## src/sfp_defs.vh

```
// Shared constants of the serial flash select framing and protection block.
// Included by bare name from every design file of the block; definitions only.
`ifndef SFP_DEFS_VH
`define SFP_DEFS_VH

// Opcodes received on the serial input.
`define SFP_OP_READ     8'h03
`define SFP_OP_PROG     8'h02
`define SFP_OP_ER4K     8'h20
`define SFP_OP_ER32K    8'h52
`define SFP_OP_ER64K    8'hD8
`define SFP_OP_CHIP     8'hC7
`define SFP_OP_PROT     8'h36
`define SFP_OP_UNPROT   8'h39
`define SFP_OP_GPROT    8'h7E
`define SFP_OP_GUNPROT  8'h98
`define SFP_OP_LOCK     8'h33
`define SFP_OP_OTPW     8'h9B
`define SFP_OP_OTPR     8'h77
`define SFP_OP_SUSP     8'hB0
`define SFP_OP_RESUME   8'hD0
`define SFP_OP_RDSR     8'h05
`define SFP_OP_RDID     8'h9F

// Self-timed array operation codes on arr_op.
`define SFP_AOP_PROG    3'h0
`define SFP_AOP_ER4K    3'h1
`define SFP_AOP_ER32K   3'h2
`define SFP_AOP_ER64K   3'h3
`define SFP_AOP_CHIP    3'h4

// Status byte bit positions.
`define SFP_ST_BUSY     0
`define SFP_ST_FAIL     1
`define SFP_ST_SUSP     2
`define SFP_ST_WPL      3
`define SFP_ST_PERR     4

// Geometry and counts.
`define SFP_SECT_HI     21
`define SFP_SECT_LO     16
`define SFP_BIT_LAST    3'h7
`define SFP_ADDR_LASTB  2'h2
`define SFP_PAGE_MAX    9'h100
`define SFP_OTP_HI      6
`define SFP_OTP_BYTES   128
`define SFP_ID_LAST     2'h3

// Reset and fixed values.
`define SFP_PROT_ALL    64'hFFFF_FFFF_FFFF_FFFF
`define SFP_PROT_NONE   64'h0000_0000_0000_0000
`define SFP_BYTE_ERASED 8'hFF
`define SFP_PIN_IDLE    2'h2

`endif

```

## src/sfp_core.v

```verilog
// Serial flash front end: select framing, command capture, sector protection,
// OTP area, suspend control and hand-off of self-timed work to the array.
// Assumes sck, cs_n, si and wp_n are synchronous to clk_sys, that sck stays
// high and low at least four clk_sys periods each, and that the array answers
// arr_rd with arr_rdata on the next cycle and reports its work on arr_busy.
//
// Behaviour
// - Deselect gives ordinary standby, never deep power-down.
// - Serial output released while deselected.
// - Serial input ignored while deselected.
// - Only a falling select edge starts decoding.
// - A rising select edge ends and executes the transaction; OTP write bytes are stored as each one arrives.
// - Standby waits for a running program or erase.
// - Clock modes 0 and 3 both work.
// - Erase of 4KB, 32KB, 64KB blocks and the whole array.
// - Sixty-four 64KB sectors, each protectable alone.
// - Global protect and unprotect act on every sector.
// - Write-protect pin low freezes protected sectors.
// - Locked sectors refuse later program and erase.
// - A 128-byte one-time-programmable area apart from the array.
// - One program takes 1 to 256 data bytes.
// - Program or erase can be suspended and resumed.
// - Program and erase failures are reported in status.
// - Identification read returns maker and device identifiers.
// - Inputs taken on rising sck, outputs launched on falling sck.
`include "sfp_defs.vh"

module sfp_core #(
    parameter [7:0]  MFR_ID = 8'h5A,    // Arbitrary value.
    parameter [15:0] DEV_ID = 16'hA5C3  // Arbitrary value.
) (
    input  wire        clk_sys,
    input  wire        rst_n,
    input  wire        sck,
    input  wire        cs_n,
    input  wire        si,
    input  wire        wp_n,
    output wire        so,
    output wire        so_oe,
    output wire        standby,
    output wire        arr_rd,
    output wire        arr_load,
    output wire        arr_go,
    output wire [2:0]  arr_op,
    output wire [21:0] arr_addr,
    output wire [7:0]  arr_wdata,
    output wire        arr_suspend,
    output wire        arr_resume,
    input  wire [7:0]  arr_rdata,
    input  wire        arr_busy,
    input  wire        arr_fail
);
    localparam [2:0] ST_IDLE = 3'h0;
    localparam [2:0] ST_CMD  = 3'h1;
    localparam [2:0] ST_ADDR = 3'h2;
    localparam [2:0] ST_DIN  = 3'h3;
    localparam [2:0] ST_DOUT = 3'h4;
    localparam [2:0] ST_IGN  = 3'h5;

    wire        sck_rise;
    wire        sck_fall;
    wire        cs_rise;
    wire        cs_fall;
    wire [7:0]  byte_in;
    wire        byte_done;
    wire [5:0]  sect;
    wire        blocked;
    wire [8:0]  pg_sum;
    wire [7:0]  otp_sum;
    reg  [7:0]  status_w;
    reg  [7:0]  out_byte;

    reg         sel_r;
    reg  [2:0]  state_r;
    reg  [2:0]  bit_cnt_r;
    reg  [7:0]  sh_in_r;
    reg  [7:0]  cmd_r;
    reg  [23:0] addr_r;
    reg  [1:0]  abyte_r;
    reg  [8:0]  nbytes_r;
    reg         cmd_ok_r;
    reg         fetch_r;
    reg         load_r;
    reg  [1:0]  id_idx_r;
    reg         arr_rd_r;
    reg         arr_load_r;
    reg  [21:0] arr_addr_r;
    reg  [7:0]  arr_wdata_r;
    reg         otp_we_r;
    reg  [6:0]  otp_idx_r;
    reg  [7:0]  otp_wd_r;
    reg  [127:0] otp_wr_r;
    reg  [7:0]  otp_mem [0:`SFP_OTP_BYTES-1];

    reg  [63:0] prot_r;
    reg  [63:0] lock_r;
    reg         fail_r;
    reg         perr_r;
    reg         susp_r;
    reg         busy_q_r;
    reg         standby_r;
    reg         arr_go_r;
    reg  [2:0]  arr_op_r;
    reg         arr_suspend_r;
    reg         arr_resume_r;

    // Sector number of a byte address.
    function [5:0] sect_of;
        input [23:0] a;
        begin
            sect_of = a[`SFP_SECT_HI:`SFP_SECT_LO];
        end
    endfunction

    // Opcodes that carry a three-byte address.
    function op_addr;
        input [7:0] op;
        begin
            case (op)
                `SFP_OP_READ, `SFP_OP_PROG, `SFP_OP_ER4K, `SFP_OP_ER32K,
                `SFP_OP_ER64K, `SFP_OP_PROT, `SFP_OP_UNPROT, `SFP_OP_LOCK,
                `SFP_OP_OTPW, `SFP_OP_OTPR:
                    op_addr = 1'b1;
                default:
                    op_addr = 1'b0;
            endcase
        end
    endfunction

    // Opcodes accepted in the present array state; unknown ones are ignored.
    function op_allowed;
        input [7:0] op;
        input       busy;
        input       susp;
        begin
            case (op)
                `SFP_OP_RDSR:
                    op_allowed = 1'b1;
                `SFP_OP_SUSP:
                    op_allowed = busy;
                `SFP_OP_RESUME:
                    op_allowed = susp & ~busy;
                `SFP_OP_READ, `SFP_OP_RDID, `SFP_OP_OTPR:
                    op_allowed = ~busy;
                `SFP_OP_PROG, `SFP_OP_ER4K, `SFP_OP_ER32K, `SFP_OP_ER64K,
                `SFP_OP_CHIP, `SFP_OP_PROT, `SFP_OP_UNPROT, `SFP_OP_GPROT,
                `SFP_OP_GUNPROT, `SFP_OP_LOCK, `SFP_OP_OTPW:
                    op_allowed = ~busy & ~susp;
                default:
                    op_allowed = 1'b0;
            endcase
        end
    endfunction

    // Array operation code for a program or erase opcode.
    function [2:0] aop_of;
        input [7:0] op;
        begin
            case (op)
                `SFP_OP_ER4K:  aop_of = `SFP_AOP_ER4K;
                `SFP_OP_ER32K: aop_of = `SFP_AOP_ER32K;
                `SFP_OP_ER64K: aop_of = `SFP_AOP_ER64K;
                `SFP_OP_CHIP:  aop_of = `SFP_AOP_CHIP;
                default:       aop_of = `SFP_AOP_PROG;
            endcase
        end
    endfunction

    sfp_pin_edge u_edge (
        .clk_sys  (clk_sys),
        .rst_n    (rst_n),
        .sck      (sck),
        .cs_n     (cs_n),
        .sck_rise (sck_rise),
        .sck_fall (sck_fall),
        .cs_rise  (cs_rise),
        .cs_fall  (cs_fall)
    );

    // Only edges matter, so a clock idling low or high works alike.
    assign byte_in   = {sh_in_r[6:0], si};
    assign byte_done = sel_r & sck_rise & (bit_cnt_r == `SFP_BIT_LAST);
    assign sect      = sect_of(addr_r);
    assign blocked   = prot_r[sect] | lock_r[sect];
    assign pg_sum    = {1'b0, addr_r[7:0]} + {1'b0, nbytes_r[7:0]};
    assign otp_sum   = {1'b0, addr_r[`SFP_OTP_HI:0]} + 8'h01;

    // Status byte; the pin level is shown so software sees the hardware lock.
    always @*
    begin
        status_w = 8'h00;
        status_w[`SFP_ST_BUSY] = arr_busy;
        status_w[`SFP_ST_FAIL] = fail_r;
        status_w[`SFP_ST_SUSP] = susp_r;
        status_w[`SFP_ST_WPL]  = wp_n;
        status_w[`SFP_ST_PERR] = perr_r;
    end

    // Source of the next outgoing byte.
    always @*
    begin
        case (cmd_r)
            `SFP_OP_READ:
                out_byte = arr_rdata;
            `SFP_OP_OTPR:
                out_byte = otp_wr_r[addr_r[`SFP_OTP_HI:0]] ?
                           otp_mem[addr_r[`SFP_OTP_HI:0]] : `SFP_BYTE_ERASED;
            `SFP_OP_RDID:
                case (id_idx_r)
                    2'h0:    out_byte = MFR_ID;
                    2'h1:    out_byte = DEV_ID[15:8];
                    2'h2:    out_byte = DEV_ID[7:0];
                    default: out_byte = 8'h00;
                endcase
            default:
                out_byte = status_w;
        endcase
    end

    // Framing and capture. Select edges outrank clock edges, so a clock edge
    // that lands on the select edge is never taken as a data bit.
    always @(posedge clk_sys or negedge rst_n)
    begin
        if (!rst_n)
        begin
            sel_r       <= 1'b0;
            state_r     <= ST_IDLE;
            bit_cnt_r   <= 3'h0;
            sh_in_r     <= 8'h00;
            cmd_r       <= 8'h00;
            addr_r      <= 24'h000000;
            abyte_r     <= 2'h0;
            nbytes_r    <= 9'h000;
            cmd_ok_r    <= 1'b0;
            fetch_r     <= 1'b0;
            load_r      <= 1'b0;
            id_idx_r    <= 2'h0;
            arr_rd_r    <= 1'b0;
            arr_load_r  <= 1'b0;
            arr_addr_r  <= 22'h000000;
            arr_wdata_r <= 8'h00;
            otp_we_r    <= 1'b0;
            otp_idx_r   <= 7'h00;
            otp_wd_r    <= 8'h00;
        end
        else
        begin
            arr_rd_r   <= 1'b0;
            arr_load_r <= 1'b0;
            otp_we_r   <= 1'b0;
            fetch_r    <= 1'b0;
            load_r     <= fetch_r;
            if (load_r)
            begin
                // Advance the read pointer once the byte sits in the shifter.
                case (cmd_r)
                    `SFP_OP_READ: addr_r <= addr_r + 24'h000001;
                    `SFP_OP_OTPR: addr_r[`SFP_OTP_HI:0] <= otp_sum[`SFP_OTP_HI:0];
                    `SFP_OP_RDID:
                        if (id_idx_r != `SFP_ID_LAST)
                            id_idx_r <= id_idx_r + 2'h1;
                    default: ;
                endcase
            end
            if (cs_rise)
            begin
                sel_r      <= 1'b0;
                state_r    <= ST_IDLE;
                arr_addr_r <= addr_r[`SFP_SECT_HI:0];
            end
            else if (cs_fall)
            begin
                sel_r     <= 1'b1;
                state_r   <= ST_CMD;
                bit_cnt_r <= 3'h0;
                abyte_r   <= 2'h0;
                nbytes_r  <= 9'h000;
                cmd_ok_r  <= 1'b0;
                id_idx_r  <= 2'h0;
            end
            else if (sel_r && sck_rise)
            begin
                sh_in_r   <= byte_in;
                bit_cnt_r <= bit_cnt_r + 3'h1;
            end
            if (byte_done && !cs_rise && !cs_fall)
            begin
                case (state_r)
                    ST_CMD:
                    begin
                        cmd_r <= byte_in;
                        if (!op_allowed(byte_in, arr_busy, susp_r))
                            state_r <= ST_IGN;
                        else if (op_addr(byte_in))
                            state_r <= ST_ADDR;
                        else if (byte_in == `SFP_OP_RDSR || byte_in == `SFP_OP_RDID)
                        begin
                            state_r <= ST_DOUT;
                            fetch_r <= 1'b1;
                        end
                        else
                        begin
                            cmd_ok_r <= 1'b1;
                            state_r  <= ST_IGN;
                        end
                    end
                    ST_ADDR:
                    begin
                        addr_r  <= {addr_r[15:0], byte_in};
                        abyte_r <= abyte_r + 2'h1;
                        if (abyte_r == `SFP_ADDR_LASTB)
                        begin
                            case (cmd_r)
                                `SFP_OP_READ, `SFP_OP_OTPR:
                                begin
                                    state_r    <= ST_DOUT;
                                    fetch_r    <= 1'b1;
                                    arr_rd_r   <= (cmd_r == `SFP_OP_READ);
                                    arr_addr_r <= {addr_r[13:0], byte_in};
                                end
                                `SFP_OP_PROG, `SFP_OP_OTPW:
                                    state_r <= ST_DIN;
                                default:
                                begin
                                    cmd_ok_r <= 1'b1;
                                    state_r  <= ST_IGN;
                                end
                            endcase
                        end
                    end
                    ST_DIN:
                    begin
                        cmd_ok_r <= 1'b1;
                        if (cmd_r == `SFP_OP_PROG)
                        begin
                            // Bytes past a full page are dropped, not wrapped.
                            if (!blocked && nbytes_r != `SFP_PAGE_MAX)
                            begin
                                arr_load_r  <= 1'b1;
                                arr_wdata_r <= byte_in;
                                arr_addr_r  <= {addr_r[`SFP_SECT_HI:8], pg_sum[7:0]};
                                nbytes_r    <= nbytes_r + 9'h001;
                            end
                        end
                        else
                        begin
                            // Each OTP byte accepts one write until reset clears the written map.
                            otp_we_r  <= ~otp_wr_r[addr_r[`SFP_OTP_HI:0]];
                            otp_idx_r <= addr_r[`SFP_OTP_HI:0];
                            otp_wd_r  <= byte_in;
                            addr_r[`SFP_OTP_HI:0] <= otp_sum[`SFP_OTP_HI:0];
                        end
                    end
                    ST_DOUT:
                    begin
                        fetch_r    <= 1'b1;
                        arr_rd_r   <= (cmd_r == `SFP_OP_READ);
                        arr_addr_r <= addr_r[`SFP_SECT_HI:0];
                    end
                    default: ;
                endcase
            end
        end
    end

    // OTP storage has no reset; the written map decides what reads return.
    always @(posedge clk_sys)
    begin
        if (otp_we_r)
            otp_mem[otp_idx_r] <= otp_wd_r;
    end

    // Written map of the OTP bytes.
    always @(posedge clk_sys or negedge rst_n)
    begin
        if (!rst_n)
            otp_wr_r <= 128'h0;
        else if (otp_we_r)
            otp_wr_r[otp_idx_r] <= 1'b1;
    end

    // Execution at the end of a frame, protection state and failure flags.
    // A refused action sets the protection error flag instead of acting.
    always @(posedge clk_sys or negedge rst_n)
    begin
        if (!rst_n)
        begin
            prot_r        <= `SFP_PROT_ALL;
            lock_r        <= `SFP_PROT_NONE;
            fail_r        <= 1'b0;
            perr_r        <= 1'b0;
            susp_r        <= 1'b0;
            busy_q_r      <= 1'b0;
            standby_r     <= 1'b1;
            arr_go_r      <= 1'b0;
            arr_op_r      <= `SFP_AOP_PROG;
            arr_suspend_r <= 1'b0;
            arr_resume_r  <= 1'b0;
        end
        else
        begin
            arr_go_r      <= 1'b0;
            arr_suspend_r <= 1'b0;
            arr_resume_r  <= 1'b0;
            busy_q_r      <= arr_busy;
            standby_r     <= ~sel_r & ~arr_busy;
            if (cs_rise && sel_r && cmd_ok_r)
            begin
                case (cmd_r)
                    `SFP_OP_PROG, `SFP_OP_ER4K, `SFP_OP_ER32K, `SFP_OP_ER64K:
                        if (blocked)
                            perr_r <= 1'b1;
                        else if (cmd_r != `SFP_OP_PROG || nbytes_r != 9'h000)
                        begin
                            arr_go_r <= 1'b1;
                            arr_op_r <= aop_of(cmd_r);
                            fail_r   <= 1'b0;
                            perr_r   <= 1'b0;
                        end
                    `SFP_OP_CHIP:
                        if ((|prot_r) || (|lock_r))
                            perr_r <= 1'b1;
                        else
                        begin
                            arr_go_r <= 1'b1;
                            arr_op_r <= `SFP_AOP_CHIP;
                            fail_r   <= 1'b0;
                            perr_r   <= 1'b0;
                        end
                    `SFP_OP_PROT:
                        prot_r[sect] <= 1'b1;
                    `SFP_OP_UNPROT:
                        if (!wp_n && prot_r[sect])
                            perr_r <= 1'b1;
                        else
                            prot_r[sect] <= 1'b0;
                    `SFP_OP_GPROT:
                        prot_r <= `SFP_PROT_ALL;
                    `SFP_OP_GUNPROT:
                        if (!wp_n)
                            perr_r <= 1'b1;
                        else
                            prot_r <= `SFP_PROT_NONE;
                    `SFP_OP_LOCK:
                        lock_r[sect] <= 1'b1;
                    `SFP_OP_SUSP:
                        if (arr_busy)
                        begin
                            arr_suspend_r <= 1'b1;
                            susp_r        <= 1'b1;
                        end
                    `SFP_OP_RESUME:
                        if (susp_r)
                        begin
                            arr_resume_r <= 1'b1;
                            susp_r       <= 1'b0;
                        end
                    default: ;
                endcase
            end
            // Placed last so a failure landing with a new start is kept.
            if (busy_q_r && !arr_busy && !susp_r && arr_fail)
                fail_r <= 1'b1;
        end
    end

    // The output is driven only in an output phase of a selected frame.
    sfp_tx_shift u_tx (
        .clk_sys   (clk_sys),
        .rst_n     (rst_n),
        .load      (load_r),
        .load_byte (out_byte),
        .shift     (sck_fall & sel_r),
        .drive     (sel_r & (state_r == ST_DOUT) & ~cs_rise),
        .so        (so),
        .so_oe     (so_oe)
    );

    assign standby     = standby_r;
    assign arr_rd      = arr_rd_r;
    assign arr_load    = arr_load_r;
    assign arr_go      = arr_go_r;
    assign arr_op      = arr_op_r;
    assign arr_addr    = arr_addr_r;
    assign arr_wdata   = arr_wdata_r;
    assign arr_suspend = arr_suspend_r;
    assign arr_resume  = arr_resume_r;
endmodule

```

## src/sfp_pin_edge.v

```verilog
// Edge detector for the serial clock and chip select pins.
// Assumes both pins are already synchronous to clk_sys.
`include "sfp_defs.vh"

module sfp_pin_edge (
    input  wire clk_sys,
    input  wire rst_n,
    input  wire sck,
    input  wire cs_n,
    output wire sck_rise,
    output wire sck_fall,
    output wire cs_rise,
    output wire cs_fall
);
    wire [1:0] pin_now;
    wire [1:0] rise;
    wire [1:0] fall;
    reg  [1:0] pin_q_r;

    assign pin_now = {cs_n, sck};

    // Previous levels; reset shows select idle, so a select held low at release starts a frame.
    always @(posedge clk_sys or negedge rst_n)
    begin
        if (!rst_n)
            pin_q_r <= `SFP_PIN_IDLE;
        else
            pin_q_r <= pin_now;
    end

    // One edge pair per pin.
    genvar i;
    generate
        for (i = 0; i < 2; i = i + 1)
        begin : g_edge
            assign rise[i] = pin_now[i] & ~pin_q_r[i];
            assign fall[i] = ~pin_now[i] & pin_q_r[i];
        end
    endgenerate

    assign sck_rise = rise[0];
    assign sck_fall = fall[0];
    assign cs_rise  = rise[1];
    assign cs_fall  = fall[1];
endmodule

```

## src/sfp_tx_shift.v

```verilog
// Output shifter for the serial output pin and its enable.
// Assumes a load never coincides with a shift edge (sck slow versus clk_sys).
`include "sfp_defs.vh"

module sfp_tx_shift (
    input  wire       clk_sys,
    input  wire       rst_n,
    input  wire       load,
    input  wire [7:0] load_byte,
    input  wire       shift,
    input  wire       drive,
    output wire       so,
    output wire       so_oe
);
    reg [7:0] sh_r;
    reg       so_r;
    reg       oe_r;

    // Each falling sck edge launches the next bit, most significant first.
    always @(posedge clk_sys or negedge rst_n)
    begin
        if (!rst_n)
        begin
            sh_r <= 8'h00;
            so_r <= 1'b0;
            oe_r <= 1'b0;
        end
        else
        begin
            oe_r <= drive;
            if (load)
                sh_r <= load_byte;
            else if (shift)
            begin
                so_r <= sh_r[7];
                sh_r <= {sh_r[6:0], 1'b0};
            end
            if (!drive)
                so_r <= 1'b0;  // Quiet level while released.
        end
    end

    assign so    = so_r;
    assign so_oe = oe_r;
endmodule

```

## config.mk

```make
export PLATFORM = sky130hd
export DESIGN_NAME = sfp_core
export DESIGN_NICKNAME = d
export VERILOG_FILES = /design/src/sfp_core.v /design/src/sfp_pin_edge.v /design/src/sfp_tx_shift.v
export VERILOG_INCLUDE_DIRS = /design/src /design/src/src
export SDC_FILE = /design/constraint.sdc
export NUM_CORES = 2
export LEC_CHECK = 0
export ABC_CLOCK_PERIOD_IN_PS = 3800
export BUFFER_PORTS_ARGS = -buffer_cell sky130_fd_sc_hd__buf_4
export CAP_MARGIN = 25
export CORE_ASPECT_RATIO = 1.75
export CORE_UTILIZATION = 50
export CTS_BUF_LIST = sky130_fd_sc_hd__clkbuf_16
export DETAILED_ROUTE_END_ITERATION = 10
export GPL_TIMING_DRIVEN = 0
export PLACE_DENSITY = 0.65
export SYNTH_ARGS = -nofsm -noshare
export SYNTH_HDL_FRONTEND = slang
export SYNTH_SLANG_ARGS = --single-unit
```

## constraint.sdc

```tcl
create_clock -name clk_sys -period 3.8 [get_ports clk_sys]
set_input_delay 0.19 -clock clk_sys [delete_from_list [all_inputs] [get_ports clk_sys]]
set_output_delay 0.19 -clock clk_sys [all_outputs]
set_load 0.02 [all_outputs]
```

# Yosys cells after proc, flatten, opt, wreduce, memory -nomap -nowiden

Memory sizes are Yosys's and may differ from the RTL's.
Index checks and enable logic that the tools add are counted.

Add/sub/neg operators: 7
Magnitude comparators: 5
Equal/unequal tests: 58
Multiplexer cells: 128
Bitwise gates (word level): 29
Reduce and logical (&&, ||, !) cells: 53

Operators by type and width:

| cell                    | number |
|---|---|
| $pmux W64 S4            | 1 |
| $mux W22                | 6 |
| $mux W64                | 2 |
| $or A128 B128 Y128      | 1 |
| $or A64 B64 Y64         | 2 |
| $reduce_or A64 Y1       | 2 |
| $eq A8 B8 Y1 const B    | 14 |
| $pmux W22 S3            | 1 |
| $and A64 B64 Y64        | 1 |
| $eq A8 B6 Y1 const B    | 8 |
| $not A64 Y64            | 1 |
| $mux W1                 | 63 |
| $mux W9                 | 6 |
| $eq A8 B7 Y1 const B    | 6 |
| $mux W24                | 2 |
| $pmux W8 S3             | 2 |
| $mux W17                | 2 |
| $mux W3                 | 11 |
| $eq A8 B2 Y1 const B    | 4 |
| $pmux W7 S2             | 2 |
| $add A24 B1 Y24 const B | 1 |
| $mux W8                 | 3 |
| $ne A2 B2 Y1 const B    | 10 |
| $mux W2                 | 9 |
| other kinds (50)        | 120 |

Flip-flop bits (word level): 389
Memory bits (writable): 1024
Input port bits: 16
Output and inout port bits: 41
Word-level logic and storage cells: 316
Memories: 1

Memories:

| name    | words | bits a word | rd ports | clocked after memory_dff | write ports | line          | text |
|---|---|---|---|---|---|---|---|
| otp_mem | 128   | 8           | 1        | 0                        | 1           | sfp_core.v:93 | `` reg [7:0] otp_mem [0:`SFP_OTP_BYTES-1]; `` |

# Longest topological paths before layout

Word-level depth: 14
Mapped depth: 13
Gate-level depth less buffers: 9

# Cells and area by module

A second synthesis with hierarchy kept.

Cells, all modules: 3995
Area total of the unflattened synthesis: 59833.6 µm²

By module, submodules not included:

| module       | instances | cells each | area each (µm²) | sequential area each (µm²) |
|---|---|---|---|---|
| sfp_core     | 1         | 3950       | 59315.6         | 40214.8 |
| sfp_tx_shift | 1         | 39         | 431.7           | 250.2 |
| sfp_pin_edge | 1         | 6          | 86.3            | 51.3 |

# Least setup slack after synthesis

OpenSTA, ideal clock, no wires.

Path type: register -> register
Start: register addr_r[0]
End: register u_tx.sh_r[6]
Arrival: 2.746 ns
Data required time: 3.669 ns
Path slack: 0.923 ns
Stages on the path, launching flop included: 12
Buffers on the path: 5
Period minus slack after synthesis: 2.877 ns
Cell sequence: dfrtp_1 > buf_4 > buf_6 > buf_6 > buf_6 > buf_2 > mux4_2 > a22oi_1 > a21oi_1 > nor4_1 > o22ai_1 > or3_1

Longest elaborated chain between the ends: 5
Elaborated cells on any way between the ends: 6
Those cells by class: 5 x mux; 1 x memory

Ends and longest elaborated chain:

| item                            | line              | text |
|---|---|---|
| start, declared                 | sfp_core.v:78     | `reg [23:0] addr_r;` |
| start signal, assigned          | sfp_core.v:257    | `` `SFP_OP_READ: addr_r <= addr_r + 24'h000001; `` |
| start signal, assigned by index | sfp_core.v:258    | `` `SFP_OP_OTPR: addr_r[`SFP_OTP_HI:0] <= otp_sum[`SFP_OTP_HI:0]; `` |
| start signal, assigned          | sfp_core.v:309    | `addr_r <= {addr_r[15:0], byte_in};` |
| $bmux W1 S7                     | sfp_core.v:206    | `` out_byte = otp_wr_r[addr_r[`SFP_OTP_HI:0]] ? `` |
| $mux W1                         | sfp_core.v:206    |  |
| $mux W8 (no line) *             | --                |  |
| $pmux W8 S3 *                   | sfp_core.v:202    | `case (cmd_r)` |
| $mux W8 *                       | sfp_tx_shift.v:31 | `if (load)` |
| end signal, assigned            | sfp_tx_shift.v:32 | `sh_r <= load_byte;` |
| end signal, assigned            | sfp_tx_shift.v:36 | `sh_r <= {sh_r[6:0], 1'b0};` |
| end, declared                   | sfp_tx_shift.v:15 | `reg [7:0] sh_r;` |

Mark *: on every way between the ends. The rest lies on a longest branch, timed or not. The select of a mux whose other input is x is not followed.
A chain may end at the register's enable or synchronous reset.

# Final worst setup path

Start: register addr_r[1]
End: register u_tx.sh_r[5]

The elaborated chain is that of the path after synthesis.

==> qor.txt <==
GR Util All Layers: 0.3784
CP Buf/Inv Count: 3
Clock latency on the worst-skew pair: 800 ps
CTS tree: yes
Ys Warns: 0
Startpoint Class: register
Clk slew on worst S/H paths: 70 ps
Post-synth EDFFs: 1,024
Clk buf depth: 3
Clock sink count: 1,411
Worst VDD drop: 427.4 µV
Routed Antenna Nets: 0
Synth async-reset ratio: 0.2743
Hold Crit Class: input pin to register
Initial core utilization: 0.5038
Io pins: 57
Chip height: 464.2 µm
Rows: 169
Setup-failing EPs final: 18
Status: finished with violations
First-pass GRT wire length: 319,100 µm
Critical Path Most Common Cell: buf_4
Max Clk Rate: 249.8 MHz
Place WS: -2429 ps
Hold Slack: 59.12 ps
Core Region: 0.1212 mm²
Primary FF master, synth: edfxtp_1
CP max FO: 8
Crit end category: register
Initial antenna violation count: 6
Tmin final: 4004 ps
Post-synth top area cell: edfxtp_1
Share of layout cells above drive strength 1: 0.2588
Unique masters post-synth: 97
Lkg Pwr: 0.02429 µW
Critical path type: register to register
Syn nets: 4,024
Netlist Area Pre-Place: 0.06104 mm²
Remaining Overflow, GRT: 0
# fillers: 9,441
Max-slew headroom: 0.2185
Max-cap violations: 0
Avg Inst Size Synth: 15.31 µm²
DRC Markers: 0
Die width: 266.1 µm
Worst clock skew: 38.85 ps
Vias in the first global route: 40,450
Htree depth: 3
Total clock buffers created by CTS: 121
CP top delay family: simple AND/OR/NAND/NOR gates
Final Hold Viols: 0
Slowest CP cell: nor3_4
Synth Instances: 3,987
DRT Wirelength: 230,400 µm
Yosys reg bits: 1,411
Power per standard cell area: 425.7 mW/mm²
WP data required: 4470 ps
Final Max Slew Viols: 0
Fin crit share: 1.054
CP arrival: 4680 ps
Pwr Total: 29,900 µW
Drt pass-1 iters: 8
Die area: 0.1235 mm²
Slowest stage delay, CP: 690 ps
Synth top area share: 0.5038
Input/output buffers: 55
Vias per cell: 6.808
Synth top area cells: edfxtp_1 (50%), dfrtp_1 (13%), mux4_2 (9.5%), dfstp_2 (2.8%), mux2i_1 (2.8%)
Root buffer cell: clkbuf_16
Sequential fraction of the synthesis area: 0.6638
Unrepaired setup endpoints after global routing: true
Vias: 40,980
Area Growth Syn to Fin: 15.07%
Routed len/inst: 38.27 µm
Worst Max-Slew Pin Slew: 1162 ps
Largest net degree at the start of global routing: 105
Initial DRC Count: 5,379
GPL Wtd Cong: 1.017
Final WS setup: -203.7 ps
Total Nets Final: 4,318
Hpwl dp: 162,200 µm
Crit path cell chain: buf_4, buf_4, and2_1, clkbuf_1, a22oi_1, a31oi_4, o221ai_2, nor3_4, a211oi_2, or3_1
Failing checks: setup timing
[worst reg2reg max path, stage by stage (launching register included)]
cell and delay, ps:
dfrtp_4 580, buf_4 230, buf_4 170, and2_1 130
clkbuf_1 660, a22oi_1 320, a31oi_4 360, o221ai_2 190
nor3_4 690, a211oi_2 160, or3_1 400
[flip-flops by register name (all words and copies together) (netlist names), 7 cells and up]
signal,flops
addr_r,22
arr_addr,22
prot_r,64
otp_wd_r,8
sh_in_r,7
arr_wdata,8
otp_idx_r,7
cmd_r,8
lock_r,64
nbytes_r,9
otp_mem,1024
u_tx.sh_r,8
otp_wr_r,128
[placed cells by master, fill, tap and decap left out, types with 39 or more instances in the layout]
| cell type | count |
|---|---|
| edfxtp_1 | 1024 |
| dfrtp_1 | 311 |
| nor2_1 | 277 |
| mux4_2 | 258 |
| clkbuf_1 | 161 |
| a21oi_1 | 158 |
| mux2i_1 | 155 |
| nand2_1 | 137 |
| or2_2 | 136 |
| o21ai_0 | 129 |
| clkbuf_16 | 122 |
| buf_4 | 108 |
| dfstp_2 | 66 |
| o41ai_1 | 65 |
| nand3_1 | 59 |
| inv_1 | 58 |
| nor4_1 | 57 |
| a31oi_1 | 49 |
| mux2_2 | 46 |
| o22ai_1 | 43 |
| a31o_2 | 43 |
| a22oi_1 | 42 |
| nor3_1 | 41 |
| buf_8 | 40 |
| buf_6 | 39 |
[metrics by stage]
step | cells | setup TNS [ps] | instance area (µm²) | utilization
detailed placement | 5739 | -118090 | 64660 | 0.5336
finish | 6019 | -1756 | 70230 | 0.5797
global placement | 5666 | -973530 | 63480 | 0.5239
global route | 6015 | -163.5 | 70220 | 0.5796
floorplan | 3987 | 0 | 61040 | -
CTS | 5986 | -12.05 | 69720 | 0.5754
[cells by family (layout without fill, tap and decap cells)]
kind of cell	after synthesis	in the layout	share of synthesized area
DFF	1411	1411	0.6638
xor gates and xnor gates	33	33	0.004735
buffers and inverters	340	743	0.02696
and+or+nand+nor	913	913	0.07812
other	0	5	0
AOI/OAI and AO/OA	781	781	0.08702
muxes	488	488	0.1349
adders and majority gates	21	21	0.004428
[where the power goes]
part	leakage, µW	internal [µW]	switching [µW]
Combinational	0.00851	189	458
Clock	0.00201	6740	6070
Sequential	0.0138	16400	35.3
Total	0.0243	23300	6560
[final cells by class]
cell class,count,area [µm²],area share
flip-flops and latches,1411,40550,0.5774
multi-input cells,2236,19320,0.2751
clock buffers,122,3053,0.04347
plain buffers,287,2115,0.03011
well taps,1624,2032,0.02893
repair buffers,178,1988,0.02831
clock inverters,110,988.4,0.01407
inverters,46,172.7,0.002458
diodes,5,12.51,0.0001781
[synth_stat cells, types with 19 or more instances]
cell	n
edfxtp_1	1024
nor2b_1	27
nand4_1	31
a21o_1	31
mux2i_1	171
mux4_2	258
or2_2	136
nor4_1	62
o21ai_0	137
a22oi_1	48
buf_2	31
o41ai_1	65
a31oi_1	51
nand2b_1	19
inv_1	43
dfstp_2	66
buf_4	27
o211ai_1	28
xnor2_1	27
ha_1	20
nand3_1	62
a21oi_1	164
clkbuf_1	198
nor2_1	281
and3_1	19
buf_6	24
nor3_1	46
a31o_2	43
o221ai_1	31
o22ai_1	45
nand2_1	137
dfrtp_1	321
mux2_2	46
[timing repair]
item / 4_1_cts / 5_1_grt
hold buffers: 15 / 0
buffers inserted: 5 / 15
gates resized for setup: 227 / 64
endpoints found under the hold margin: 214 / 0
endpoints found under the setup margin: 190 / 101
pin swaps: 7 / 5
[path summary, 6_finish.rpt]
check	slack [ps]	cells after the start	from	endpoint
max	-200	10	addr_r[1]$_DFF_PN0_	u_tx.sh_r[5]$_DFFE_PN0P_
max reg2reg	-200	10	addr_r[1]$_DFF_PN0_	u_tx.sh_r[5]$_DFFE_PN0P_
min reg2reg	360	0	fetch_r$_DFF_PN0_	load_r$_DFF_PN0_
max in group asynchronous	2240	5	rst_n	prot_r[42]$_DFFE_PN1P_
min in group asynchronous	470	4	rst_n	bit_cnt_r[2]$_DFFE_PN0P_
min	60	4	wp_n	perr_r$_DFFE_PN0P_
[per-layer routing]
| metal | part of all wire | vias up | GRT usage |
|---|---|---|---|
| met5 | 0.00020 | - | 0 |
| met4 | 0.11 | 6 | 0.3427 |
| met3 | 0.089 | 867 | 0.08438 |
| met2 | 0.49 | 2716 | 0.6220 |
| met1 | 0.31 | 21020 | 0.4060 |
| li1 | - | 16370 | - |
Power figures use the tool's default switching activity.
